--- src/rtl/dsc_defines.vh ---
// timing counts and reset values for the delta-sigma converter control
`ifndef DSC_DEFINES_VH
`define DSC_DEFINES_VH
`define DSC_MCLK_MHZ        125
`define DSC_CONV_CYCLES     12'd2640
`define DSC_FIRST_DELAY     10'd674
`define DSC_MOD_SETTLE      3'd5
`define DSC_DIV_RST         2'h0
`define DSC_RESULT_RST      24'h000000
`endif

--- src/rtl/dsc_clkdiv.v ---
// conversion clock enable divider: source clock / 1, 2, 4 or 8
`timescale 1ns/1ps
module dsc_clkdiv (
  mclk,
  rst_b,
  div_sel,
  run,
  tick
);
  input  wire       mclk;
  input  wire       rst_b;
  input  wire [1:0] div_sel;
  input  wire       run;
  output reg        tick;

  reg  [2:0] cnt_reg;
  wire [2:0] top;

  assign top = (div_sel == 2'h0) ? 3'h0 : (div_sel == 2'h1) ? 3'h1 : (div_sel == 2'h2) ? 3'h3 : 3'h7;

  always @(posedge mclk or negedge rst_b) begin
    if (!rst_b) begin
      cnt_reg <= 3'h0;
      tick    <= 1'b0;
    end else if (!run) begin
      // gated clock stops the divider and clears its count
      cnt_reg <= 3'h0;
      tick    <= 1'b0;
    end else if (cnt_reg >= top) begin
      cnt_reg <= 3'h0;
      tick    <= 1'b1;
    end else begin
      cnt_reg <= cnt_reg + 3'h1;
      tick    <= 1'b0;
    end
  end
endmodule // dsc_clkdiv

--- src/rtl/dsc_control.v ---
// delta-sigma converter control: sequencing, start, status and result flags
`timescale 1ns/1ps
`include "dsc_defines.vh"
module dsc_control #(
  parameter DATA_W = 24,
  parameter OFS_W  = 8
) (
  mclk,
  rst_b,
  converter_clock_gate,
  conversion_clock_divider,
  bias_enable,
  modulator_enable,
  conversion_go,
  master_go,
  repeat_mode,
  sync_slave_select,
  start_delay_enable,
  start_delay_offset,
  status_read,
  result_read,
  mod_data_valid,
  mod_data,
  conv_busy_flag,
  conv_end_flag,
  result_valid_flag,
  result_overrun_flag,
  converter_result,
  conv_end_irq,
  conv_start_out
);
  input  wire              mclk;
  input  wire              rst_b;
  input  wire              converter_clock_gate;
  input  wire [1:0]        conversion_clock_divider;
  input  wire              bias_enable;
  input  wire              modulator_enable;
  input  wire              conversion_go;
  input  wire              master_go;
  input  wire              repeat_mode;
  input  wire              sync_slave_select;
  input  wire              start_delay_enable;
  input  wire [OFS_W-1:0]  start_delay_offset;
  input  wire              status_read;
  input  wire              result_read;
  input  wire              mod_data_valid;
  input  wire [DATA_W-1:0] mod_data;
  output reg               conv_busy_flag;
  output reg               conv_end_flag;
  output reg               result_valid_flag;
  output reg               result_overrun_flag;
  output reg  [DATA_W-1:0] converter_result;
  output reg               conv_end_irq;
  output reg               conv_start_out;

  // ----------------------------------------
  // states
  // ----------------------------------------
  localparam ST_IDLE  = 4'b0001;
  localparam ST_DELAY = 4'b0010;
  localparam ST_ALIGN = 4'b0100;
  localparam ST_CONV  = 4'b1000;

  reg  [3:0]        state_reg;
  reg  [3:0]        state_next;
  reg  [11:0]       cnt_reg;
  reg  [11:0]       cnt_next;
  reg  [OFS_W-1:0]  ofs_reg;
  reg  [OFS_W-1:0]  ofs_next;
  reg               first_reg;
  reg               first_next;
  reg  [2:0]        settle_reg;
  reg               go_d_reg;
  reg               mgo_meta_reg;
  reg               mgo_sync_reg;
  reg               mgo_d_reg;
  reg               rep_seen_reg;
  reg               finish;
  reg               abort;
  wire              tick;
  wire              ready;
  wire              start_req;
  wire [11:0]       conv_len;

  // ----------------------------------------
  // conversion clock
  // ----------------------------------------
  // divided enable; divider only changes while powered down
  dsc_clkdiv u_div (
    .mclk    (mclk),
    .rst_b   (rst_b),
    .div_sel (conversion_clock_divider),
    .run     (~converter_clock_gate),
    .tick    (tick)
  );

  // five conversion clocks of settling after modulator enable
  always @(posedge mclk or negedge rst_b) begin
    if (!rst_b) begin
      settle_reg <= 3'h0;
    end else if (!modulator_enable || !bias_enable) begin
      settle_reg <= 3'h0;
    end else if (tick && settle_reg != `DSC_MOD_SETTLE) begin
      settle_reg <= settle_reg + 3'h1;
    end
  end
  assign ready = (settle_reg == `DSC_MOD_SETTLE);

  // ----------------------------------------
  // start sources
  // ----------------------------------------
  // master start crosses from another unit, so two flops first
  always @(posedge mclk or negedge rst_b) begin
    if (!rst_b) begin
      go_d_reg     <= 1'b0;
      mgo_meta_reg <= 1'b0;
      mgo_sync_reg <= 1'b0;
      mgo_d_reg    <= 1'b0;
    end else begin
      go_d_reg     <= conversion_go;
      mgo_meta_reg <= master_go;
      mgo_sync_reg <= mgo_meta_reg;
      mgo_d_reg    <= mgo_sync_reg;
    end
  end
  // own start edge; slave follows master start
  assign start_req = sync_slave_select ? (mgo_sync_reg & ~mgo_d_reg) : (conversion_go & ~go_d_reg);

  // first conversion carries the fixed delay
  assign conv_len = first_reg ? (`DSC_CONV_CYCLES + {2'b00, `DSC_FIRST_DELAY}) : `DSC_CONV_CYCLES;

  // ----------------------------------------
  // sequencer
  // ----------------------------------------
  always @* begin
    state_next = state_reg;
    cnt_next   = cnt_reg;
    ofs_next   = ofs_reg;
    first_next = first_reg;
    finish     = 1'b0;
    abort      = 1'b0;
    case (state_reg)
      ST_IDLE: begin
        if (start_req && ready) begin
          first_next = 1'b1;
          cnt_next   = 12'h000;
          ofs_next   = start_delay_offset;
          if (start_delay_enable && start_delay_offset != {OFS_W{1'b0}}) begin
            state_next = ST_DELAY;
          end else begin
            state_next = ST_ALIGN;
          end
        end
      end
      ST_DELAY: begin
        ofs_next = ofs_reg - {{(OFS_W-1){1'b0}}, 1'b1};
        if (ofs_reg == {{(OFS_W-1){1'b0}}, 1'b1}) begin
          state_next = ST_ALIGN;
        end
      end
      ST_ALIGN: begin
        if (tick) begin
          state_next = ST_CONV;
        end
      end
      ST_CONV: begin
        if (tick) begin
          cnt_next = cnt_reg + 12'h001;
        end
        if (tick && cnt_reg + 12'h001 == conv_len) begin
          finish     = 1'b1;
          cnt_next   = 12'h000;
          first_next = 1'b0;
          if (!repeat_mode) begin
            state_next = ST_IDLE;
          end
        end
      end
      default: begin
        state_next = ST_IDLE;
      end
    endcase
    // repeat dropped mid-run: abort, no end event
    abort = (state_reg != ST_IDLE) && rep_seen_reg && !repeat_mode;
  end

  always @(posedge mclk or negedge rst_b) begin
    if (!rst_b) begin
      state_reg           <= ST_IDLE;
      cnt_reg             <= 12'h000;
      ofs_reg             <= {OFS_W{1'b0}};
      first_reg           <= 1'b0;
      rep_seen_reg        <= 1'b0;
      conv_busy_flag      <= 1'b0;
      conv_end_flag       <= 1'b0;
      result_valid_flag   <= 1'b0;
      result_overrun_flag <= 1'b0;
      converter_result    <= `DSC_RESULT_RST;
      conv_end_irq        <= 1'b0;
      conv_start_out      <= 1'b0;
    end else begin
      conv_start_out <= start_req & ready & (state_reg == ST_IDLE);
      // run counts as repeat once the mode bit is seen high
      rep_seen_reg   <= (state_reg == ST_IDLE) ? repeat_mode : (rep_seen_reg | repeat_mode);
      // mode cleared during a repeat run aborts silently
      if (abort) begin
        state_reg      <= ST_IDLE;
        cnt_reg        <= 12'h000;
        first_reg      <= 1'b0;
        conv_end_irq   <= 1'b0;
        conv_busy_flag <= 1'b0;
      end else begin
        state_reg    <= state_next;
        cnt_reg      <= cnt_next;
        ofs_reg      <= ofs_next;
        first_reg    <= first_next;
        conv_end_irq <= finish;
        conv_busy_flag <= (state_next != ST_IDLE);
      end
      if (finish && !abort) begin
        conv_end_flag <= 1'b1;
      end else if (status_read) begin
        conv_end_flag <= 1'b0;
      end
      if (finish && !abort) begin
        converter_result    <= mod_data_valid ? mod_data : converter_result;
        result_valid_flag   <= 1'b1;
        result_overrun_flag <= result_valid_flag & ~result_read | result_overrun_flag & ~result_read;
      end else if (result_read) begin
        result_valid_flag   <= 1'b0;
        result_overrun_flag <= 1'b0;
      end
    end
  end
endmodule // dsc_control

--- config.mk ---
export PLATFORM = sky130hd
export DESIGN_NAME = dsc_control
export DESIGN_NICKNAME = d
export VERILOG_FILES = /design/src/rtl/dsc_clkdiv.v /design/src/rtl/dsc_control.v
export VERILOG_INCLUDE_DIRS = /design/src /design/src/rtl
export SDC_FILE = /design/constraint.sdc
export NUM_CORES = 1
export LEC_CHECK = 0
export BUFFER_PORTS_ARGS = -buffer_cell sky130_fd_sc_hd__buf_4
export CAP_MARGIN = 20
export CORE_MARGIN = 2
export CORE_UTILIZATION = 50
export CTS_CLUSTER_DIAMETER = 200
export DETAILED_ROUTE_END_ITERATION = 8
export HOLD_SLACK_MARGIN = 0.12
export PLACE_DENSITY = 0.72
export SETUP_SLACK_MARGIN = 0.1
export SLEW_MARGIN = 40
export SYNTH_ARGS = -nofsm -noshare
export SYNTH_HDL_FRONTEND = slang
export SYNTH_HIERARCHICAL = 1
export SYNTH_SLANG_ARGS = --single-unit
--- constraint.sdc ---
create_clock -name mclk -period 7.7 [get_ports mclk]
set_input_delay 0.385 -clock mclk [delete_from_list [all_inputs] [get_ports mclk]]
set_output_delay 0.385 -clock mclk [all_outputs]
set_load 0.005 [all_outputs]
==> run metrics, run 1 <==
Setup TNS 0 ns; Post-DP HPWL 5310 µm; number of synthesized flops with an enable pin 0; top cells by area, synth dfrtp_1 (48%), mux2_4 (8.7%), o21ai_0 (3.9%), ha_1 (3.3%), nor2_1 (2.8%); slew of the pin with the lowest slew margin roughly 0.76 ns; RePlAce Congestion approximately 0.89; Fill cells 554; ys flop type dfrtp_1; vias in the first global route 2556; maximum vdd drop approximately 0.00017 V; Synth warnings 6; Initial Util 0.511; CP Class flip-flop to flip-flop; RSZ-0062 raised after global routing false; Clock Sinks 67; syn_nets 376; post-layout minimum cycle time 3.14 ns; Die Height 86.9 µm; largest net degree at the start of global routing 42; Worst Path Max Fanout 24; endpoints failing hold 0; Hold Path Class primary input to flip-flop; initial antenna violation count 0; 1st-pass router iterations 5; 1st-iter DRT viols 110; Highest Clock Rate roughly 320 MHz; Rel. slew slack 0.493; total routed wirelength 7250 µm; CP bufs+invs 0; Tcrit/Tclk final 0.407; Hold Slack 0.145 ns; Port Buffers 76; post-synthesis cell area approximately 3400 µm²; largest delay contributor family on the critical path simple AND/OR/NAND/NOR gates; total track usage 0.201; Core ar. around 6700 µm²; CP max-delay cell a2111oi_4; Setup WS pre-CTS ~4.6 ns; most used cell, CP nand2_2; Worst EP required 7.93 ns; cts bufs inserted 9; clock buffer depth 2; row cnt 30; leakage power 2.10 nW; P&R area growth vs syn 24.2%; Switching Power 173 µW; max reg flops 24; layout cells sized above 1 0.345; clock power share 0.379; Power Dens Cells 164 nW/µm²; skew final 0.00815 ns; critical path cell sequence ha_1 -> nand2_2 -> or3_1 -> a2111oi_4 -> nand2_1 -> o31ai_2 -> nand2_2 -> mux2_4; Worst-Skew Late Latency 0.35 ns; Avg Cell Area, Syn 10.7 µm²; Slew Viols, Final 0; Synth area leader dfrtp_1; Top Ports 77; Internal Power 529 µW; Flop pwr share 0.525; fin nets 454; Remaining DRCs 0; max-cap viol count 0; # diodes 0; peak per-stage delay on the critical path 0.50 ns; top cells by count, synth dfrtp_1 (66), o21ai_0 (27), nor2_1 (26), nand2_1 (22), mux2_4 (20); clock root buffer clkbuf_8; asr flop ratio synth 1.00; mean number of vias per cell between 5 and 6; share of the synthesized area in the top cell type 0.481; Yosys reg bits 67; CTS clock-pin slew for the worst setup and hold paths 0.07 ns; Mapped Cells 320; outcome complete, no violations; Overflow after GRT 0; Final Worst Setup Slack 4.56 ns; CP arrival 3.37 ns; routed len/inst 15.0 µm; Routed Antenna Nets 0; most numerous cell in the Yosys netlist dfrtp_1; CTS tree done; Sw Ratio 0.246; first-pass GRT wire length 11800 µm; Post-Route Utilization 0.635; Yosys cell types 60; Critical Path Source Type flip-flop; Final Setup Violations 0; setup bufs post-CTS 0; die area 7550 µm²; die width about 87 µm; Seq/Total Area, Yosys 0.488; CTS H-tree lvls 3; vias 2676; crit end category flip-flop; logic gate share of total power 0.096
metal layers:
layer / global-route usage / wire (µm)
met1: 0.261 / 3230
met4: 0.0838 / 135
met2: 0.321 / 3520
met5: 0 / 0
met3: 0.0521 / 364
area by class of cell:
type	instances	area (µm²)	share of cell area
Tap cell	80	100	0.0235
Timing Repair Buffer	80	616	0.144
Multi-Input combinational cell	225	1640	0.384
Sequential cell	67	1680	0.393
Inverter	15	56.3	0.0132
Clock buffer	12	155	0.0364
Clock inverter	4	25.0	0.00586
layout by cell type, fill, tap and decap left out, types with 3 or more instances in the layout:
| cell type | n |
|---|---|
| a21oi_1 | 14 |
| a22oi_1 | 3 |
| a31oi_1 | 3 |
| buf_4 | 78 |
| clkbuf_8 | 11 |
| dfrtp_1 | 66 |
| ha_1 | 9 |
| inv_1 | 15 |
| mux2_2 | 5 |
| mux2_4 | 20 |
| nand2_1 | 22 |
| nand2b_1 | 3 |
| nand3_1 | 9 |
| nor2_1 | 26 |
| nor3_1 | 10 |
| nor3b_1 | 3 |
| nor4_1 | 4 |
| o211ai_1 | 3 |
| o21ai_0 | 27 |
| o31ai_1 | 3 |
| or2_2 | 4 |
| or3_1 | 4 |
| or4b_2 | 3 |
| xnor2_1 | 4 |
| xor2_1 | 3 |
what timing repair did:
| action | in CTS | in global routing |
|---|---|---|
| hold buffers | 1 | 0 |
| resized for setup | 0 | 0 |
| hold endpoints to repair | 26 | 0 |
path summary, 6_finish.rpt:
check / from / endpoint / slack, ns / depth (start not counted)
worst min register to register: mgo_meta_reg / mgo_sync_reg / 0.36 / 0
worst max register to register: cnt_reg[0] / converter_result[2] / 4.56 / 8
worst min-delay path: master_go / mgo_meta_reg / 0.14 / 1
min in group asynchronous: rst_b / cnt_reg[7] / 0.49 / 2
max in group asynchronous: rst_b / state_reg[0] / 6.62 / 3
worst max-delay path: cnt_reg[0] / converter_result[2] / 4.56 / 8
power groups by stage:
stage	Combinational (mW)	Clock, mW	Sequential (mW)
after global placement	0.0647	0	0.375
after CTS	0.0691	0.274	0.369
after detailed placement	0.0686	0	0.375
after floorplan	0.0346	0	0.372
after global routing	0.0767	0.288	0.369
final	0.0674	0.266	0.369
stage by stage:
step / cell area, µm² / instances / total power, mW
after floorplan: 3440 / 320 / 0.407
after global placement: 4050 / 465 / 0.440
after detailed placement: 4070 / 466 / 0.444
after CTS: 4260 / 483 / 0.712
after global routing: 4270 / 483 / 0.734
final: 4270 / 483 / 0.702
worst reg2reg max path: stages (launching register included):
cell and delay (ns):
dfrtp_1 0.41, ha_1 0.27, nand2_2 0.11, or3_1 0.42, a2111oi_4 0.50, nand2_1 0.12, o31ai_2 0.24, nand2_2 0.48
mux2_4 0.48
kinds of logic (layout without fill, tap and decap cells):
logic type               after synthesis  in the layout  synth area share
AO/OA/AOI/OAI                         78             78             0.153
XOR/XNOR                               7              7            0.0178
adder cells (fa/ha/maj)                9              9            0.0328
buffers and inverters                 28            111            0.0382
flip-flops                            67             67             0.488
multiplexers                          25             25             0.104
AND/OR/NAND/NOR                      106            106             0.166
(Power assumes the default switching activity.)
==> run 2, diff against run 1 <==
clock period = 3.3 ns   (was 7.7 ns; I/O delays follow)
==> run 2 against run 1 <==
  * Final area up 8.4%
  * Combinational power rose to 2.8 times the previous value
  * Global-route usage up 1.3 points
  * Clock skew up 0.0057 ns
  * Sequential power up 130%
  * Largest cell class unchanged
  * Cell count up 7.2%
  * Sequential share of layout area down 3.0 points
  * Flip-flop and latch count unchanged
  * Clock-buffer cell count down 2
  * Clock power rose to 2.6 times the previous value
  * Power up 150%
  * Largest power group unchanged
  * Fmax up 8.0%
==> run metrics, run 2 (synthesis results as in run 1) <==
largest net degree at the start of global routing 68 (was 42); Fill cells 498 (was 554); die area 7550 µm² (unchanged); max-cap viol count 0 (unchanged); total routed wirelength 7880 µm (was 7250 µm); CTS H-tree lvls 3 (unchanged); Remaining DRCs 0 (unchanged); CP arrival 3.13 ns (was 3.37 ns); leakage power 2.25 nW (was 2.10 nW); total track usage 0.215 (was 0.201); CTS clock-pin slew for the worst setup and hold paths 0.07 ns (about the same); 1st-iter DRT viols 118 (was 110); initial antenna violation count 0 (unchanged); Core ar. 6720 µm² (unchanged); row cnt 30 (unchanged); worst hold start start_delay_offset[4] (was master_go); setup bufs post-CTS 0 (unchanged); Hold Slack 0.132 ns (was 0.145 ns); max reg flops 24 (unchanged); post_cts resized 0 (unchanged); crit end category flip-flop (unchanged); Post-Route Utilization 0.688 (was 0.635); Overflow after GRT 0 (unchanged); die width 86.9 µm (unchanged); outcome complete, no violations (unchanged); vias 2803 (was 2676); Final Setup Violations 0 (unchanged); Worst Path Max Fanout 24 (unchanged); Critical Path Source Type flip-flop (unchanged); clock root buffer clkbuf_8 (unchanged); Setup TNS 0 ns (unchanged); Highest Clock Rate 344 MHz (was 319 MHz); Hold Path Class primary input to flip-flop (unchanged); slew of the pin with the lowest slew margin 0.601 ns (was 0.757 ns); storage element area 1680 µm² (unchanged); Post-DP HPWL 5190 µm (was 5310 µm); RePlAce Congestion 0.911 (was 0.890); Initial Util 0.511 (unchanged); Die Height 86.9 µm (unchanged); Clock Sinks 67 (unchanged); Tcrit/Tclk final 0.880 (was 0.407); 1st-pass router iterations 4 (was 5); endpoints failing hold 0 (unchanged); # diodes 0 (unchanged); vias in the first global route 2637 (was 2556); routed len/inst 15.2 µm (was 15.0 µm); RSZ-0062 raised after global routing false (unchanged); CTS tree done (unchanged); P&R area growth vs syn 34.6% (was 24.2%); first-pass GRT wire length 12500 µm (was 11800 µm); Routed Antenna Nets 0 (unchanged); Top Ports 77 (unchanged); Worst-Skew Late Latency 0.35 ns (about the same); post-layout minimum cycle time 2.90 ns (was 3.14 ns); mean number of vias per cell 5.41 (was 5.54); Slew Viols, Final 0 (unchanged); Crit. Startpoint cnt_reg[0] (unchanged); maximum vdd drop 0.000278 V (was 0.000174 V); Worst EP required 3.53 ns (was 7.93 ns); Power Dens Cells 377 nW/µm² (was 164 nW/µm²); CP Class flip-flop to flip-flop (unchanged); Critical R2R Launch cnt_reg[0] (unchanged); Port Buffers 76 (unchanged); Multi-input gate area 1640 µm² (unchanged); commonest non-fill, non-tap cell in the layout buf_4 (unchanged); skew final 0.0138 ns (was 0.00815 ns); Rel. slew slack 0.599 (was 0.493); layout cells sized above 1 0.324 (was 0.345); cts bufs inserted 9 (unchanged); clock buffer depth 2 (unchanged); most frequent cells in the layout buf_4 (80), dfrtp_1 (66), dlygate4sd3_1 (34) (was buf_4 (78), dfrtp_1 (66), o21ai_0 (27)); fin nets 489 (was 454)
[run 2: repair_timing]
action	CTS	global route
hold buffers	34	0
endpoints found under the setup margin	0	0
endpoints found under the hold margin	103	0
[run 2: path summary, 6_finish.rpt]
path | end | slack [ns] | cells past startpoint
worst max-delay path | converter_result[3] | 0.40 | 9
worst min-delay path | ofs_reg[4] | 0.13 | 3
worst max register to register | converter_result[3] | 0.40 | 9
worst min register to register | mgo_sync_reg | 0.35 | 0
max in group asynchronous | settle_reg[1] | 2.51 | 2
min in group asynchronous | cnt_reg[8] | 0.37 | 2
[run 2: routing by layer]
metal / routed length (µm) / global-route usage / up-vias / share of wire
li1: - / - / 1376 / -
met1: 3590 / 0.282 / 1354 / 0.46
met2: 3890 / 0.348 / 60 / 0.49
met3: 245 / 0.0370 / 13 / 0.031
met4: 155 / 0.0952 / 0 / 0.020
met5: 0 / 0 / - / 0
[run 2: worst max-delay path, cell delays in order, from the launching register on]
cell,delay (ns)
dfrtp_1,0.41
ha_1,0.27
nand2_2,0.12
or3_1,0.42
a2111oi_4,0.54
nand2_1,0.13
o31ai_2,0.22
nand2_2,0.07
buf_4,0.25
mux2_4,0.35
[run 2: layout make-up]
class | count | area share
Multi-Input combinational cell | 225 | 0.354
Sequential cell | 67 | 0.363
Clock buffer | 10 | 0.0298
Timing Repair Buffer | 115 | 0.206
Clock inverter | 6 | 0.0138
Inverter | 15 | 0.0122
Tap cell | 80 | 0.0216
[run 2: where the power goes]
part           internal (mW)  total, mW  switching [mW]  leakage, nW
clock network          0.369      0.696           0.327       0.0987
registers              0.840      0.859          0.0185        0.916
logic                  0.107      0.187          0.0807         1.24
[run 2: metrics by stage]
| stage | area (µm²) | setup WS [ns] | total power [mW] | instances |
|---|---|---|---|---|
| global route | 4630 | 0.226 | 1.81 | 518 |
| global placement | 4070 | 0.577 | 1.03 | 468 |
| floorplan | 3440 | 0.727 | 0.949 | 320 |
| CTS | 4620 | 0.429 | 1.76 | 518 |
| detailed placement | 4080 | 0.447 | 1.03 | 468 |
| finish | 4630 | 0.395 | 1.74 | 518 |
==> run 3, diff against run 2 <==
SYNTH_HIERARCHICAL = not set   (was 1)
==> run 3 against run 2 <==
  * Highest routed layer unchanged
  * Combinational power decreased by 9%
  * Largest cell class unchanged
  * Synthesized cell count unchanged
  * Non-clock buffer count increased by 2
  * Fmax decreased by 1.4%
  * Critical endpoint is now converter_result[0]
  * Wire length increased by 8.4%
  * Clock skew increased by 0.0019 ns
  * Cell count increased by 0.58%
==> run metrics, run 3 <==
most numerous cell in the Yosys netlist dfrtp_1 (unchanged); vias in the first global route 2923 (was 2637); top cells by area, synth dfrtp_1 (48%), mux2_4 (8.8%), ha_1 (3.3%), o21ai_0 (3.2%), nor2_1 (3.2%) (was dfrtp_1 (48%), mux2_4 (8.7%), o21ai_0 (3.9%), ha_1 (3.3%), nor2_1 (2.8%)); outcome complete, no violations (unchanged); 1st-iter DRT viols 166 (was 118); layout cells sized above 1 0.304 (was 0.324); Core ar. 6680 µm² (was 6720 µm²); maximum vdd drop 0.000350 V (was 0.000278 V); share of the synthesized area in the top cell type 0.485 (was 0.481); placed insts 470 (was 468); clock root buffer clkbuf_8 (unchanged); Clock Sinks 67 (unchanged); CP max-delay cell dfrtp_1 (was a2111oi_4); CTS H-tree lvls 3 (unchanged); Final Worst Setup Slack 0.355 ns (was 0.395 ns); crit end category flip-flop (unchanged); post-synthesis simple-gate area fraction 0.173 (was 0.166); non-filler cells in the finished layout 521 (was 518); Final Setup Violations 0 (unchanged); initial antenna violation count 0 (unchanged); clock buffer depth 2 (unchanged); Worst EP required 3.53 ns (about the same); max-cap viol count 0 (unchanged); syn_nets 376 (unchanged); 1st-pass router iterations 6 (was 4); die width 86.6 µm (was 86.9 µm); slew of the pin with the lowest slew margin 0.765 ns (was 0.601 ns); Avg Cell Area, Syn 10.7 µm² (about the same); largest net degree at the start of global routing 38 (was 68); peak per-stage delay on the critical path 0.49 ns (was 0.54 ns); xor and xnor area share after synthesis 0.00771 (was 0.0178); commonest non-fill, non-tap cell in the layout buf_4 (unchanged); Setup WS pre-CTS 0.345 ns (was 0.447 ns); Synth warnings 0 (was 6); largest delay contributor family on the critical path compound AO/OA/AOI/OAI gates (unchanged); Critical Path Source Type flip-flop (unchanged); endpoints failing hold 0 (unchanged); Remaining DRCs 0 (unchanged); CP arrival 3.17 ns (was 3.13 ns); Initial Util 0.510 (was 0.511); top cells by count, synth dfrtp_1 (66), nor2_1 (29), nand2_1 (27), o21ai_0 (22), mux2_4 (20) (was dfrtp_1 (66), o21ai_0 (27), nor2_1 (26), nand2_1 (22), mux2_4 (20)); Worst Path Max Fanout 24 (unchanged); Worst-Skew Late Latency 0.35 ns (about the same); Synth area leader dfrtp_1 (unchanged); row cnt 30 (unchanged); asr flop ratio synth 1.00 (unchanged); Port Buffers 76 (unchanged); Post-Synth Adder-Cell Area 0.0330 (was 0.0328); CTS tree done (unchanged); skew final 0.0158 ns (was 0.0138 ns); max reg flops 24 (unchanged); Synth Area in Compound Gates 0.161 (was 0.153); Yosys cell types 57 (was 60); die area 7490 µm² (was 7550 µm²); Highest Clock Rate 340 MHz (was 344 MHz); Top Ports 77 (unchanged); Overflow after GRT 0 (unchanged); total routed wirelength 8540 µm (was 7880 µm); mean number of vias per cell 5.66 (was 5.41); Post-Route Utilization 0.696 (was 0.688); CTS clock-pin slew for the worst setup and hold paths 0.08 ns (was 0.07 ns); number of synthesized flops with an enable pin 0 (unchanged); critical path cell sequence ha_1 -> nand3_1 -> o31a_1 -> o221ai_1 -> o31ai_4 -> nand4_4 -> buf_4 -> mux2_2 (was ha_1 -> nand2_2 -> or3_1 -> a2111oi_4 -> nand2_1 -> o31ai_2 -> nand2_2 -> buf_4 -> mux2_4); Final Cell Area 4650 µm² (was 4630 µm²); CP bufs+invs 1 (unchanged); Rel. slew slack 0.483 (was 0.599); main combinational cell family by area after synthesis simple AND/OR/NAND/NOR gates (unchanged); leakage power 2.27 nW (was 2.25 nW); Placed Area 4080 µm² (unchanged); Setup TNS 0 ns (unchanged); Power Dens Cells 385 nW/µm² (was 377 nW/µm²); mux cell area share after synthesis 0.101 (was 0.104); first-pass GRT wire length 14000 µm (was 12500 µm); Seq/Total Area, Yosys 0.492 (was 0.488); Routed Antenna Nets 0 (unchanged); Die Height 86.6 µm (was 86.9 µm); P&R area growth vs syn 36.5% (was 34.6%); Post-DP HPWL 5530 µm (was 5190 µm); setup bufs post-CTS 0 (unchanged); post-synthesis cell area 3410 µm² (was 3440 µm²); post-layout minimum cycle time 2.95 ns (was 2.90 ns); RSZ-0062 raised after global routing false (unchanged); RePlAce Congestion 0.880 (was 0.911); routed len/inst 16.4 µm (was 15.2 µm); # diodes 0 (unchanged); Slew Viols, Final 0 (unchanged); Yosys reg bits 67 (unchanged); fin nets 492 (was 489); CP Class flip-flop to flip-flop (unchanged); vias 2948 (was 2803); ys flop type dfrtp_1 (unchanged); Mapped Cells 320 (unchanged); Hold Path Class primary input to flip-flop (unchanged); most frequent cells in the layout buf_4 (81), dfrtp_1 (66), dlygate4sd3_1 (35) (was buf_4 (80), dfrtp_1 (66), dlygate4sd3_1 (34)); Tcrit/Tclk final 0.892 (was 0.880); total track usage 0.239 (was 0.215); cts bufs inserted 9 (unchanged)
run 3: final cells by class:
class	count	area [µm²]
Clock buffer	10	128
Tap cell	80	100
Multi-Input combinational cell	229	1630
Fill cell	487	2030
Clock inverter	6	90.1
Timing Repair Buffer	117	978
Inverter	12	45.0
Sequential cell	67	1680
run 3: cells by family after synthesis:
family / after synthesis
AND/OR/NAND/NOR: 111
AO/OA/AOI/OAI: 82
flip-flops: 67
XOR/XNOR: 3
adder cells (fa/ha/maj): 9
multiplexers: 24
buffers and inverters: 24
run 3: layer usage:
| metal | track usage | up-vias | part of all wire |
|---|---|---|---|
| li1 | - | 1420 | - |
| met1 | 0.297 | 1435 | 0.40 |
| met2 | 0.417 | 82 | 0.54 |
| met3 | 0.0390 | 11 | 0.040 |
| met4 | 0.0938 | 0 | 0.015 |
| met5 | 0 | - | 0 |
run 3: where the power goes:
group	total (mW)	switching [mW]	internal (mW)
sequential	0.860	0.0205	0.840
combinational	0.171	0.0730	0.0980
clock	0.761	0.334	0.427
run 3: worst paths after layout:
path                                             from                   to  slack, ns  cells past startpoint
min in group asynchronous                       rst_b           cnt_reg[4]       0.31                      2
worst max-delay path                       cnt_reg[1]  converter_result[0]       0.35                      8
max in group asynchronous                       rst_b       conv_busy_flag       2.44                      3
worst max register to register             cnt_reg[1]  converter_result[0]       0.35                      8
worst min-delay path            start_delay_offset[4]           ofs_reg[4]       0.13                      3
worst min register to register           mgo_meta_reg         mgo_sync_reg       0.35                      0
run 3: worst reg2reg max path, delay by kind of cell, from the launching register on:
family	cells	cell delay, ns
flops	1	0.49
simple gates	2	0.37
fa+ha+maj	1	0.27
mux	1	0.41
compound gates	3	0.91
buf+inv	1	0.39
run 3: what timing repair did:
action / CTS / global route
hold endpoints to repair: 74 / 0
resized for setup: 0 / 1
setup endpoints to repair: 0 / 19
hold buffers: 35 / 0
run 3: stage by stage:
step / total power, mW / hold slack [ns]
6_report: 1.79 / 0.132
5_1_grt: 1.86 / 0.149
4_1_cts: 1.80 / 0.121
3_5_place_dp: 1.01 / 0.129
3_3_place_gp: 1.00 / 0.275
2_1_floorplan: 0.930 / -0.131
